===== src/oneshot_pkg.sv =====
// shared constants for the software-start one-shot timer
package oneshot_pkg;
    localparam int DATA_W = 8;
    localparam int ADDR_W = 4;
    // register offsets
    localparam logic [3:0] CTRL_ADDR = 4'h0;
    localparam logic [3:0] PERIOD_ADDR = 4'h1;
    localparam logic [3:0] WIDTH_ADDR = 4'h2;
    localparam logic [3:0] COUNT_ADDR = 4'h3;
    localparam logic [3:0] STATUS_ADDR = 4'h4;
    // control field layout
    localparam int RUN_BIT = 7;
    localparam int MODE_LSB = 0;
    localparam int MODE_W = 5;
    localparam logic [4:0] MODE_ONESHOT_SW = 5'h08;
    // reset values
    localparam logic [7:0] PERIOD_RST = 8'hFF;
    localparam logic [7:0] WIDTH_RST = 8'h00;
    localparam logic [7:0] CTRL_RST = 8'h00;
    // status bit positions
    localparam int ST_DRIVE_BIT = 0;
    localparam int ST_RUN_BIT = 1;
    localparam int ST_DONE_BIT = 2;
    // timer tick divider default
    localparam int TICK_DIV = 1;
endpackage


===== src/tick_divider.sv =====
// tick enable generator for the timer clock
`timescale 1ns/1ps
module tick_divider #(
    parameter int DIV = 1
) (
    input wire logic clk,
    input wire logic rst,
    output logic tick
);
    typedef struct packed {
        logic [15:0] cnt;
        logic tick;
    } div_state_type;

    div_state_type s_q;
    div_state_type s_d;

    localparam logic [15:0] LAST = 16'(DIV - 1);

    // one-cycle pulse every DIV clocks; DIV of one means every clock
    always_comb begin
        s_d = s_q;
        s_d.tick = 1'b0;
        if (s_q.cnt >= LAST) begin
            s_d.cnt = 16'h0000;
            s_d.tick = 1'b1;
        end else begin
            s_d.cnt = s_q.cnt + 16'h0001;
        end
    end

    always_ff @(posedge clk) begin
        if (rst) begin
            s_q <= '0;
        end else begin
            s_q <= s_d;
        end
    end

    assign tick = s_q.tick;
endmodule


===== src/oneshot_timer.sv =====
// software-start one-shot timer with pwm drive and register port
//
// Implementation choices: the address-and-strobe port and the register offsets.
`timescale 1ns/1ps
module oneshot_timer
    import oneshot_pkg::*;
#(
    parameter int DIV = oneshot_pkg::TICK_DIV
) (
    input wire logic clk,
    input wire logic rst,
    input wire logic [oneshot_pkg::ADDR_W-1:0] addr,
    input wire logic [oneshot_pkg::DATA_W-1:0] wrData,
    input wire logic wrStb,
    input wire logic rdStb,
    output logic [oneshot_pkg::DATA_W-1:0] rdData,
    output logic pwmDrive,
    output logic running
);
    typedef struct packed {
        logic [7:0] ctrl;
        logic [7:0] period;
        logic [7:0] width;
        logic [7:0] count;
        logic drive;
        logic done;
        logic [7:0] rdData;
    } state_type;

    state_type s_q;
    state_type s_d;
    logic tick;

    // timer clock enable
    tick_divider #(.DIV(DIV)) tick_divider_i (
        .clk(clk),
        .rst(rst),
        .tick(tick)
    );

    function automatic logic mode_ok(input logic [7:0] c);
        return c[MODE_LSB +: MODE_W] == MODE_ONESHOT_SW;
    endfunction

    // register writes, counting, match handling and read data
    always_comb begin
        logic setRun;
        setRun = 1'b0;
        s_d = s_q;
        s_d.rdData = 8'h00;
        if (wrStb) begin
            unique case (addr)
                CTRL_ADDR: begin
                    // set of run with done up starts a fresh cycle; from a pause it only resumes
                    setRun = wrData[RUN_BIT] && !s_q.ctrl[RUN_BIT];
                    s_d.ctrl = wrData;
                end
                PERIOD_ADDR: s_d.period = wrData;
                WIDTH_ADDR: s_d.width = wrData;
                default: ;
            endcase
        end
        if (setRun && mode_ok(s_d.ctrl) && s_q.done) begin
            s_d.drive = 1'b1;
            s_d.done = 1'b0;
        end
        // pause stretches timing
        // the count follows run as it stood before the edge, so the edge of a
        // clearing write still counts and a pause costs exactly the cycles that
        // run is low; gating on the new run value would move the lost cycles one edge earlier, not add one
        if (tick && s_q.ctrl[RUN_BIT] && mode_ok(s_q.ctrl)) begin
            if (s_q.count == s_q.period) begin
                s_d.count = 8'h00;
                s_d.ctrl[RUN_BIT] = 1'b0;
                s_d.done = 1'b1;
                s_d.drive = 1'b0;
            end else begin
                s_d.count = s_q.count + 8'h01;
            end
            if (s_q.count == s_q.width) begin
                s_d.drive = 1'b0;
            end
        end
        if (s_d.done) begin
            s_d.drive = 1'b0;
        end
        if (rdStb) begin
            unique case (addr)
                CTRL_ADDR: s_d.rdData = s_q.ctrl;
                PERIOD_ADDR: s_d.rdData = s_q.period;
                WIDTH_ADDR: s_d.rdData = s_q.width;
                COUNT_ADDR: s_d.rdData = s_q.count;
                STATUS_ADDR: begin
                    s_d.rdData[ST_DRIVE_BIT] = s_q.drive;
                    s_d.rdData[ST_RUN_BIT] = s_q.ctrl[RUN_BIT];
                    s_d.rdData[ST_DONE_BIT] = s_q.done;
                end
                default: s_d.rdData = 8'h00;
            endcase
        end
    end

    // done starts high so the first set of run opens a cycle
    always_ff @(posedge clk) begin
        if (rst) begin
            s_q.ctrl <= CTRL_RST;
            s_q.period <= PERIOD_RST;
            s_q.width <= WIDTH_RST;
            s_q.count <= 8'h00;
            s_q.drive <= 1'b0;
            s_q.done <= 1'b1;
            s_q.rdData <= 8'h00;
        end else begin
            s_q <= s_d;
        end
    end

    assign rdData = s_q.rdData;
    assign pwmDrive = s_q.drive;
    assign running = s_q.ctrl[RUN_BIT];

    a_period_match_end: assert property (@(posedge clk) disable iff (rst)
        (tick && running && mode_ok(s_q.ctrl) && s_q.count == s_q.period && !wrStb)
        |=> (!running && s_q.count == 8'h00))
        else $error("period match did not end cycle");

    a_no_self_restart: assert property (@(posedge clk) disable iff (rst)
        (!running && !wrStb) |=> !running)
        else $error("run bit set without software");

    a_pause_holds: assert property (@(posedge clk) disable iff (rst)
        (!running && !(wrStb && addr == CTRL_ADDR)) |=> $stable(s_q.count))
        else $error("count moved while paused");

    a_drive_starts: assert property (@(posedge clk) disable iff (rst)
        (wrStb && addr == CTRL_ADDR && wrData[RUN_BIT] && !running && s_q.done
         && wrData[4:0] == MODE_ONESHOT_SW) |=> pwmDrive)
        else $error("drive did not start with run");

    a_width_drop: assert property (@(posedge clk) disable iff (rst)
        (tick && running && mode_ok(s_q.ctrl) && s_q.count == s_q.width && !wrStb)
        |=> !pwmDrive)
        else $error("drive stayed after width match");

    a_done_no_drive: assert property (@(posedge clk) disable iff (rst)
        s_q.done |-> !pwmDrive)
        else $error("drive active after cycle end");

    a_paused_drive: assert property (@(posedge clk) disable iff (rst)
        (pwmDrive && !running && !wrStb) |=> pwmDrive)
        else $error("drive dropped during pause");

    a_count_step: assert property (@(posedge clk) disable iff (rst)
        (tick && running && mode_ok(s_q.ctrl) && s_q.count != s_q.period && !wrStb)
        |=> s_q.count == $past(s_q.count) + 8'h01)
        else $error("counter did not step");

    a_match_done: assert property (@(posedge clk) disable iff (rst)
        (tick && running && mode_ok(s_q.ctrl) && s_q.count == s_q.period)
        |=> (s_q.done && !pwmDrive))
        else $error("period match did not close cycle");

    a_mode_gate: assert property (@(posedge clk) disable iff (rst)
        (running && !mode_ok(s_q.ctrl)) |=> $stable(s_q.count))
        else $error("count moved outside one-shot mode");

    a_resume_keeps: assert property (@(posedge clk) disable iff (rst)
        (wrStb && addr == CTRL_ADDR && wrData[RUN_BIT] && !running && !s_q.done)
        |=> $stable(s_q.count))
        else $error("resume disturbed the count");

    a_resume_no_drive: assert property (@(posedge clk) disable iff (rst)
        (wrStb && addr == CTRL_ADDR && wrData[RUN_BIT] && !running && !s_q.done)
        |=> (pwmDrive == $past(pwmDrive) && !s_q.done))
        else $error("resume opened a new cycle");

    a_pause_no_end: assert property (@(posedge clk) disable iff (rst)
        (!running && !wrStb) |=> $stable(s_q.done))
        else $error("cycle ended while paused");

    a_drive_needs_write: assert property (@(posedge clk) disable iff (rst)
        (!pwmDrive && !(wrStb && addr == CTRL_ADDR)) |=> !pwmDrive)
        else $error("drive rose without software");

    a_drive_with_run: assert property (@(posedge clk) disable iff (rst)
        $rose(pwmDrive) |-> $rose(running))
        else $error("drive rose apart from run");
endmodule


===== config.mk =====
export PLATFORM = sky130hd
export DESIGN_NAME = oneshot_timer
export DESIGN_NICKNAME = d
export VERILOG_FILES = /design/src/oneshot_pkg.sv /design/src/tick_divider.sv /design/src/oneshot_timer.sv
export SDC_FILE = /design/constraint.sdc
export NUM_CORES = 1
export LEC_CHECK = 0
export BUFFER_PORTS_ARGS = -buffer_cell sky130_fd_sc_hd__buf_2
export CORE_UTILIZATION = 45
export DETAILED_ROUTE_END_ITERATION = 8
export MAX_ROUTING_LAYER = met4
export SYNTH_ARGS = -nofsm -noshare
export SYNTH_HDL_FRONTEND = slang
export SYNTH_SLANG_ARGS = --single-unit
export TNS_END_PERCENT = 10

===== constraint.sdc =====
create_clock -name clk -period 3.3 [get_ports clk]
set_input_delay 0.66 -clock clk [delete_from_list [all_inputs] [get_ports clk]]
set_output_delay 0.66 -clock clk [all_outputs]
set_load 0.02 [all_outputs]

; Yosys cells after proc, flatten, opt, wreduce, memory -nomap -nowiden
; Cells that the tools add are included.
[totals]
reg_bits = 59
latch_bits = 0
ramBits = 0
romBits = 0
output_inout_bits = 10
wordCells = 51
mem_count = 0
[op_classes]
add_sub_neg = 2
n_mul = 0
div = 0
order_cmp = 1
eq_ne = 8
shift = 0
muxes = 16
bitwise = 1
n_reduce_logical = 13
[ops]
columns = op, n
row1 = 8-bit two-way mux, 4
row2 = 24-bit two-way mux, 1
row3 = 5-bit one-hot mux with 4 select lines, 1
row4 = 16-bit by 1-bit adder with 16-bit output (second input constant), 1
row5 = 8-bit == test, 2
row6 = 16-bit by 1-bit greater-or-equal comparator with 1-bit output (second input constant), 1
row7 = 3-bit one-hot mux with 5 select lines, 1
row8 = 5-bit by 4-bit == test with 1-bit output (second input constant), 2
row9 = 8-bit by 1-bit adder with 8-bit output (second input constant), 1
row10 = 4-bit by 2-bit == test with 1-bit output (second input constant), 2
row11 = 1-bit two-way mux, 6
row12 = 2-bit two-way mux, 3
row13 = 2-bit AND reduction, 3
row14 = 2-bit OR reduction, 3
row15 = 1-bit logical AND, 5
row16 = 4-bit by 1-bit == test with 1-bit output (second input constant), 1
row17 = 4-bit by 3-bit == test with 1-bit output (second input constant), 1
row18 = 4-bit logical NOT, 1
row19 = 1-bit logical NOT, 1
row20 = 1-bit NOT, 1

; Logic depth before layout (Yosys ltp)
; Gate-level depths: netlist of the first run.
[depth]
depth_word = 11
mapped_depth = 6
ltp_nobuf = 4

; Cells and area by module
; A second synthesis of the first run with hierarchy kept.
[unflattened]
hier_cells = 238
hier_area_um2 = 2163.3
[modules_own_cells]
columns = mod, instances, cells_per_inst, area_each_um2
row1 = oneshot_timer, 1, 236, 2139.6
row2 = tick_divider, 1, 2, 23.8

; Worst setup path before layout of the first run
; No wires, ideal clock.
[synth_timing]
path_kind = in2reg
from = in addr[2] in the netlist's numbering
to = reg s_q[37] in the netlist's numbering
setup_time_ps = 128
arrival_time_ps = 1651
slack_ps = 1521
stages = 6
n_path_buf = 2
path_cell_list = clkbuf_1 -> nor2_1 -> buf_2 -> nand3_2 -> mux2i_1 -> nor2_1
[synth_via]
elab_chain_cells = 3
[synth_rtl]
columns = item, line
row1 = from (decl), oneshot_timer.sv:12  ; input wire logic [oneshot_pkg::ADDR_W-1:0] addr,
row2 = 4-bit logical NOT, oneshot_timer.sv:52  ; unique case (addr)
row3 = 8-bit two-way mux, oneshot_timer.sv:52
row4 = 24-bit two-way mux, oneshot_timer.sv:51  ; if (wrStb) begin
row5 = to (decl), oneshot_timer.sv:30  ; state_type s_q;
; Every way passes these cells.
; A chain may end at the register's enable or synchronous reset.

; Worst setup path in the final report of the first run
[layout_timing]
from = reg s_q, in the netlist running
to = reg s_q[17] in the netlist's numbering
[layout_via]
elab_chain_cells = 2
[layout_rtl]
columns = item, line
row1 = 1-bit logical AND (2 in series), oneshot_timer.sv:71  ; if (tick && s_q.ctrl[RUN_BIT] && mode_ok(s_q.ctrl)) begin
; Every way passes these cells.

==> impl_metrics.json, run 1 <==
{
  "status": "finished with violations",
  "failed_checks": "design-rule violations",
  "htree_levels": 2,
  "power.leakage_nw": 1.01,
  "r2r_slack_ns": 1.09,
  "drc_errors": 1,
  "ys_types": 36,
  "fp-row-count": 24,
  "clockBufferDepth": 2,
  "required_ns": 3.49,
  "finalNonFillerCells": 299,
  "max-vdd-ir-drop_uv": 294,
  "grt_overflow_total": 0,
  "synth_seq_cells": 43,
  "timing.slew.headroom": 0.491,
  "syn_avg_cell_area_sq_um": 9.11,
  "grt_usage": 0.211,
  "synth_ff_type": "dfxtp_1",
  "synth.area.top_cells": "dfxtp_1 (40%), mux2i_1 (12%), xnor2_1 (6.5%)",
  "grt_pass1_vias": 1617,
  "p_seq_frac": 0.560,
  "place.gp.congestion": 0.869,
  "cts_tree": "done",
  "setup_slack_ns": 1.09,
  "synth_top_area_share": 0.399,
  "yosys_warnings": 0,
  "setup_viol": 0,
  "first_iter_violations": 102,
  "max_cap_viol_count": 0,
  "rsz0062_at_grt": "false",
  "hold_path_class": "flop to flop",
  "wl_per_cell_um": 15.5,
  "dpl-instance-area_sq_um": 2230,
  "wl_um": 4650,
  "fin_crit_ns": 2.21,
  "rr_worst_depth": 5,
  "dieHeight_um": 71.3,
  "setup_tns_ns": 0,
  "drv_slew": 0,
  "root_buffer": "clkbuf_8",
  "fp.dieW_um": 71.3,
  "cts_sinks": 43,
  "period_share": 0.671,
  "grt_max_degree": 29,
  "synth_cells": 237,
  "dieArea_sq_um": 5080,
  "synth_top_area_cell": "dfxtp_1",
  "tightest_slew_ns": 0.757,
  "cts_resized": 0,
  "io_pins": 26,
  "io_buffers": 25,
  "fmax_ghz": 0.452,
  "post-place-ws_ns": 1.15,
  "hold_depth": 2,
  "drt_first_pass_iters": 6,
  "ys_async_sr_fraction": 0,
  "holdWs_ns": 0.464,
  "grt_antenna_before_repair": 0,
  "synth_edf_count": 0,
  "via_count": 1625,
  "diodes": 0,
  "core_area_sq_um": 4470,
  "p_int_mw": 0.701,
  "clkPwrFrac": 0.368,
  "dp_hpwl_um": 3440,
  "multiInputGateArea_sq_um": 1150,
  "stdcell_area_sq_um": 2320,
  "viasPerCell": 5.43,
  "netlist_area_sq_um": 2160,
  "fill_cells": 455,
  "skew_ns": 0.0104,
  "postRouteAntennaNets": 0,
  "endpoint_kind": "flop",
  "syn2layout_area_growth_pct": 7.42,
  "switching_share": 0.257,
  "hold_buffers": 0,
  "critPathLaunchType": "flop",
  "grt_pass1_wl_um": 7850,
  "synth_nets": 254,
  "crit_type": "flop to flop",
  "cts_setup_buffers": 0,
  "regArea_sq_um": 861,
  "finalHoldViolations": 0,
  "yosysSeqAreaShare": 0.399,
  "start_util": 0.483,
  "layout-drive-gt1-share": 0.174,
  "crit_fanout": 8,
  "insertion_delay_ns": 0.31,
  "final_nets": 263,
  "p_comb_frac": 0.072,
  "clk_pin_slew_worst_paths_ns": 0.09,
  "switchingPower_mw": 0.242,
  "power_density_nw_per_um2": 407,
  "placed_cells": 291,
  "cts_buffers": 5,
  "cp.arrival_ns": 2.40
}
-- per-stage QoR --
step	total power [mW]	utilization
5_1_grt	0.980	0.518
3_5_place_dp	0.608	0.498
4_1_cts	0.953	0.518
3_3_place_gp	0.608	0.498
6_report	0.943	0.518
2_1_floorplan	0.585	-
-- worst max-delay path, cell delays in order, from the launching register on --
cell and delay (ns):
dfxtp_1 0.47, and4bb_1 0.45, nand2_4 0.14, o31ai_1 0.69, buf_4 0.29, a21oi_1 0.05
-- cell families (layout without fill, tap and decap cells) --
group                      Yosys count  after routing  synth area share
and+or+nand+nor                     85             85             0.210
xor gates and xnor gates            21             21            0.0852
buffers and inverters               27             37            0.0689
muxes                               28             28             0.132
adders and majority gates            1              1           0.00579
AOI/OAI and AO/OA                   32             32             0.100
DFF                                 43             43             0.399
-- final timing paths --
path | start | end
worst max-delay path | running$_SDFF_PP0_ | s_q[17]$_SDFFE_PP0P_
worst min-delay path | s_q[39]$_SDFFE_PP0P_ | s_q[39]$_SDFFE_PP0P_
worst max register to register | running$_SDFF_PP0_ | s_q[17]$_SDFFE_PP0P_
worst min register to register | s_q[39]$_SDFFE_PP0P_ | s_q[39]$_SDFFE_PP0P_
-- metal layers --
| layer | vias to the layer above | share of wire | track usage |
|---|---|---|---|
| li1 | 837 | - | - |
| met1 | 741 | 0.50 | 0.275 |
| met2 | 38 | 0.43 | 0.315 |
| met3 | 9 | 0.043 | 0.0422 |
| met4 | 0 | 0.021 | 0.0978 |
| met5 | - | 0 | - |
-- synthesized netlist by cell type (4+ instances only) --
master / n
nand2_1: 17
xor2_1: 5
clkbuf_1: 8
dfxtp_1: 43
nor2_1: 27
nor2b_1: 12
buf_4: 8
a21oi_1: 8
nand4_1: 7
nor3_1: 4
nand3_1: 4
mux2i_1: 25
buf_2: 8
a211oi_1: 10
xnor2_1: 16
a31oi_1: 5
-- flip-flops by register name, indices dropped and copies added, names as in the netlist --
signal               count
rdData                   8
pwmDrive                 1
s_q                     32
running                  1
tick_divider_i.tick      1
-- power groups by stage --
stage / Combinational (mW) / Clock, mW / Sequential, mW
after floorplan: 0.0460 / 0 / 0.539
after global placement: 0.0682 / 0 / 0.540
after detailed placement: 0.0681 / 0 / 0.540
after CTS: 0.0682 / 0.357 / 0.528
after global routing: 0.0749 / 0.376 / 0.529
final: 0.0684 / 0.347 / 0.528
-- layout make-up --
type,instances,area share
clock inverter,3,0.0102
inverter,1,0.00162
tap,52,0.0280
clock buffer,5,0.0297
sequential,43,0.371
timing repair buffer,28,0.0636
multi-input combinational,167,0.496
-- cell usage in the layout (no fill, tap or decap), types with 2 or more instances in the layout --
| master | instances |
|---|---|
| nand2_1 | 17 |
| nand4b_1 | 2 |
| clkbuf_8 | 5 |
| mux2_2 | 3 |
| nor2b_1 | 12 |
| a211oi_1 | 10 |
| dfxtp_1 | 43 |
| o31ai_1 | 3 |
| nand3_1 | 4 |
| nand4_1 | 7 |
| xnor2_1 | 16 |
| buf_4 | 3 |
| clkinvlp_4 | 2 |
| a21oi_1 | 8 |
| a22o_1 | 3 |
| nand3_2 | 2 |
| nor3_1 | 4 |
| a31oi_1 | 5 |
| buf_2 | 25 |
| nor2_1 | 27 |
| mux2i_1 | 25 |
| and2_1 | 2 |
| xor2_1 | 5 |
| or4_1 | 2 |
Power figures use the tool's default switching activity.
==> run 2, diff against run 1 <==
==> constraint.sdc (replaced) <==
create_clock -name clk -period 2.1 [get_ports clk]
set_input_delay 0.42 -clock clk [delete_from_list [all_inputs] [get_ports clk]]
set_output_delay 0.42 -clock clk [all_outputs]
set_load 0.02 [all_outputs]
==> impl_metrics.json, run 2 (synthesized netlist as in run 1, its figures left out) <==
{
  "r2r-end": "s_q[15]$_SDFFE_PP0P_",
  "period_share": 0.869,
  "cts_tree": "done",
  "hold_path_class": "input port to flop",
  "wl_um": 5240,
  "power.leakage_nw": 1.06,
  "power.total_mw": 1.43,
  "diodes": 0,
  "cts_setup_buffers": 0,
  "clk_pin_slew_worst_paths_ns": 0.08,
  "failed_checks": "design-rule violations",
  "cts_sinks": 43,
  "largest_register": "s_q",
  "htree_levels": 2,
  "dieHeight_um": 71.3,
  "hold_buffers": 0,
  "finalNonFillerCells": 307,
  "startpoint": "running$_SDFF_PP0_",
  "final_nets": 273,
  "fp-row-count": 24,
  "critPathLaunchType": "flop",
  "max-vdd-ir-drop_uv": 493,
  "tightest_slew_ns": 0.496,
  "grt_pass1_vias": 1631,
  "start_util": 0.483,
  "r2r_slack_ns": 0.28,
  "viasPerCell": 5.60,
  "setup_tns_ns": 0,
  "grt_usage": 0.233,
  "finalHoldViolations": 0,
  "core_area_sq_um": 4470,
  "postRouteAntennaNets": 0,
  "p_comb_frac": 0.080,
  "clockBufferDepth": 2,
  "drv_slew": 0,
  "drc_errors": 1,
  "holdWs_ns": 0.362,
  "rr_worst_depth": 5,
  "power_density_nw_per_um2": 604,
  "first_iter_violations": 110,
  "fmax_ghz": 0.548,
  "max_cap_viol_count": 0,
  "mostFrequentLayoutCells": "dfxtp_1 (43), nor2_1 (27), mux2i_1 (25), buf_2 (25), nand2_1 (17)",
  "largest_reg_flops": 32,
  "status": "finished with violations",
  "r2r-start": "running$_SDFF_PP0_",
  "io_buffers": 25,
  "wl_per_cell_um": 17.1,
  "final_common_cell": "dfxtp_1",
  "cp.arrival_ns": 2.00,
  "fp.dieW_um": 71.3,
  "place.gp.congestion": 0.915,
  "grt_max_degree": 19,
  "placed_cells": 301,
  "dpl-instance-area_sq_um": 2300,
  "via_count": 1718,
  "top_regs": "s_q: 32 flops, rdData: 8 flops",
  "switching_share": 0.240,
  "skew_ns": 0.00573,
  "grt_pass1_wl_um": 8500,
  "timing.slew.headroom": 0.667,
  "required_ns": 2.28,
  "p_int_mw": 1.09,
  "layout-drive-gt1-share": 0.196,
  "io_pins": 26,
  "stdcell_area_sq_um": 2370,
  "grt_overflow_total": 0,
  "drt_first_pass_iters": 6,
  "crit_type": "flop to flop",
  "cts_buffers": 5,
  "syn2layout_area_growth_pct": 9.97,
  "fin_crit_ns": 1.82,
  "crit_fanout": 8,
  "switchingPower_mw": 0.344,
  "rsz0062_at_grt": "false",
  "endpoint_kind": "flop",
  "p_seq_frac": 0.579,
  "dp_hpwl_um": 3960,
  "dieArea_sq_um": 5080,
  "clkPwrFrac": 0.341,
  "cts_resized": 0,
  "insertion_delay_ns": 0.30,
  "setup_viol": 0,
  "grt_antenna_before_repair": 0,
  "cp-endpoint": "s_q[15]$_SDFFE_PP0P_",
  "root_buffer": "clkbuf_8"
}
## run 2: cell types whose count changed in the layout (fill, tap and decap cells not counted), sizes merged
cell and change:
clkinvlp -2, buf +10, inv -1, clkbuf +1
## run 2: how the worst min path moves through the flow
stage / cells past startpoint / endpoint / slack [ns] / from
finish: 3 / s_q[32]$_SDFFE_PP1P_ / 0.36 / wrData[6]
global route: 3 / s_q[32]$_SDFFE_PP1P_ / 0.39 / wrData[6]
CTS: 3 / s_q[32]$_SDFFE_PP1P_ / 0.36 / wrData[6]
detailed placement: 2 / s_q[39]$_SDFFE_PP0P_ / 0.45 / s_q[39]$_SDFFE_PP0P_
global placement: 2 / s_q[40]$_SDFFE_PP0P_ / 0.44 / s_q[40]$_SDFFE_PP0P_
floorplan: 2 / s_q[39]$_SDFFE_PP0P_ / 0.43 / s_q[39]$_SDFFE_PP0P_
## run 2: layout make-up
cell class | count | area [sq um]
clock buffer | 6 | 72.6
tap | 52 | 65.1
timing repair buffer | 38 | 223
fill | 440 | 2100
sequential | 43 | 861
inverter | 1 | 3.75
multi-input combinational | 167 | 1150
## run 2: worst max-delay path: stages (launching register included)
cell and delay (ns):
dfxtp_1 0.41, and4bb_1 0.38, nand2_4 0.12, o31ai_1 0.49
buf_4 0.25, a21oi_1 0.05
## run 2: through the flow
step	utilization	worst slack (ns)
floorplan	-	0.511
global placement	0.515	0.332
detailed placement	0.515	0.308
CTS	0.531	0.297
global route	0.531	0.133
finish	0.531	0.275
## run 2: power groups by stage
stage | clock network [mW] | logic [mW] | registers, mW
floorplan | 0 | 0.0722 | 0.847
global placement | 0 | 0.114 | 0.849
detailed placement | 0 | 0.114 | 0.849
CTS | 0.497 | 0.114 | 0.830
global route | 0.537 | 0.126 | 0.831
finish | 0.489 | 0.115 | 0.830
## run 2: metal layers
layer,vias up,GRT usage,share of wire
met5,-,-,0
met3,11,0.0492,0.044
met1,818,0.317,0.51
li1,853,-,-
met4,0,0.0933,0.018
met2,36,0.338,0.43
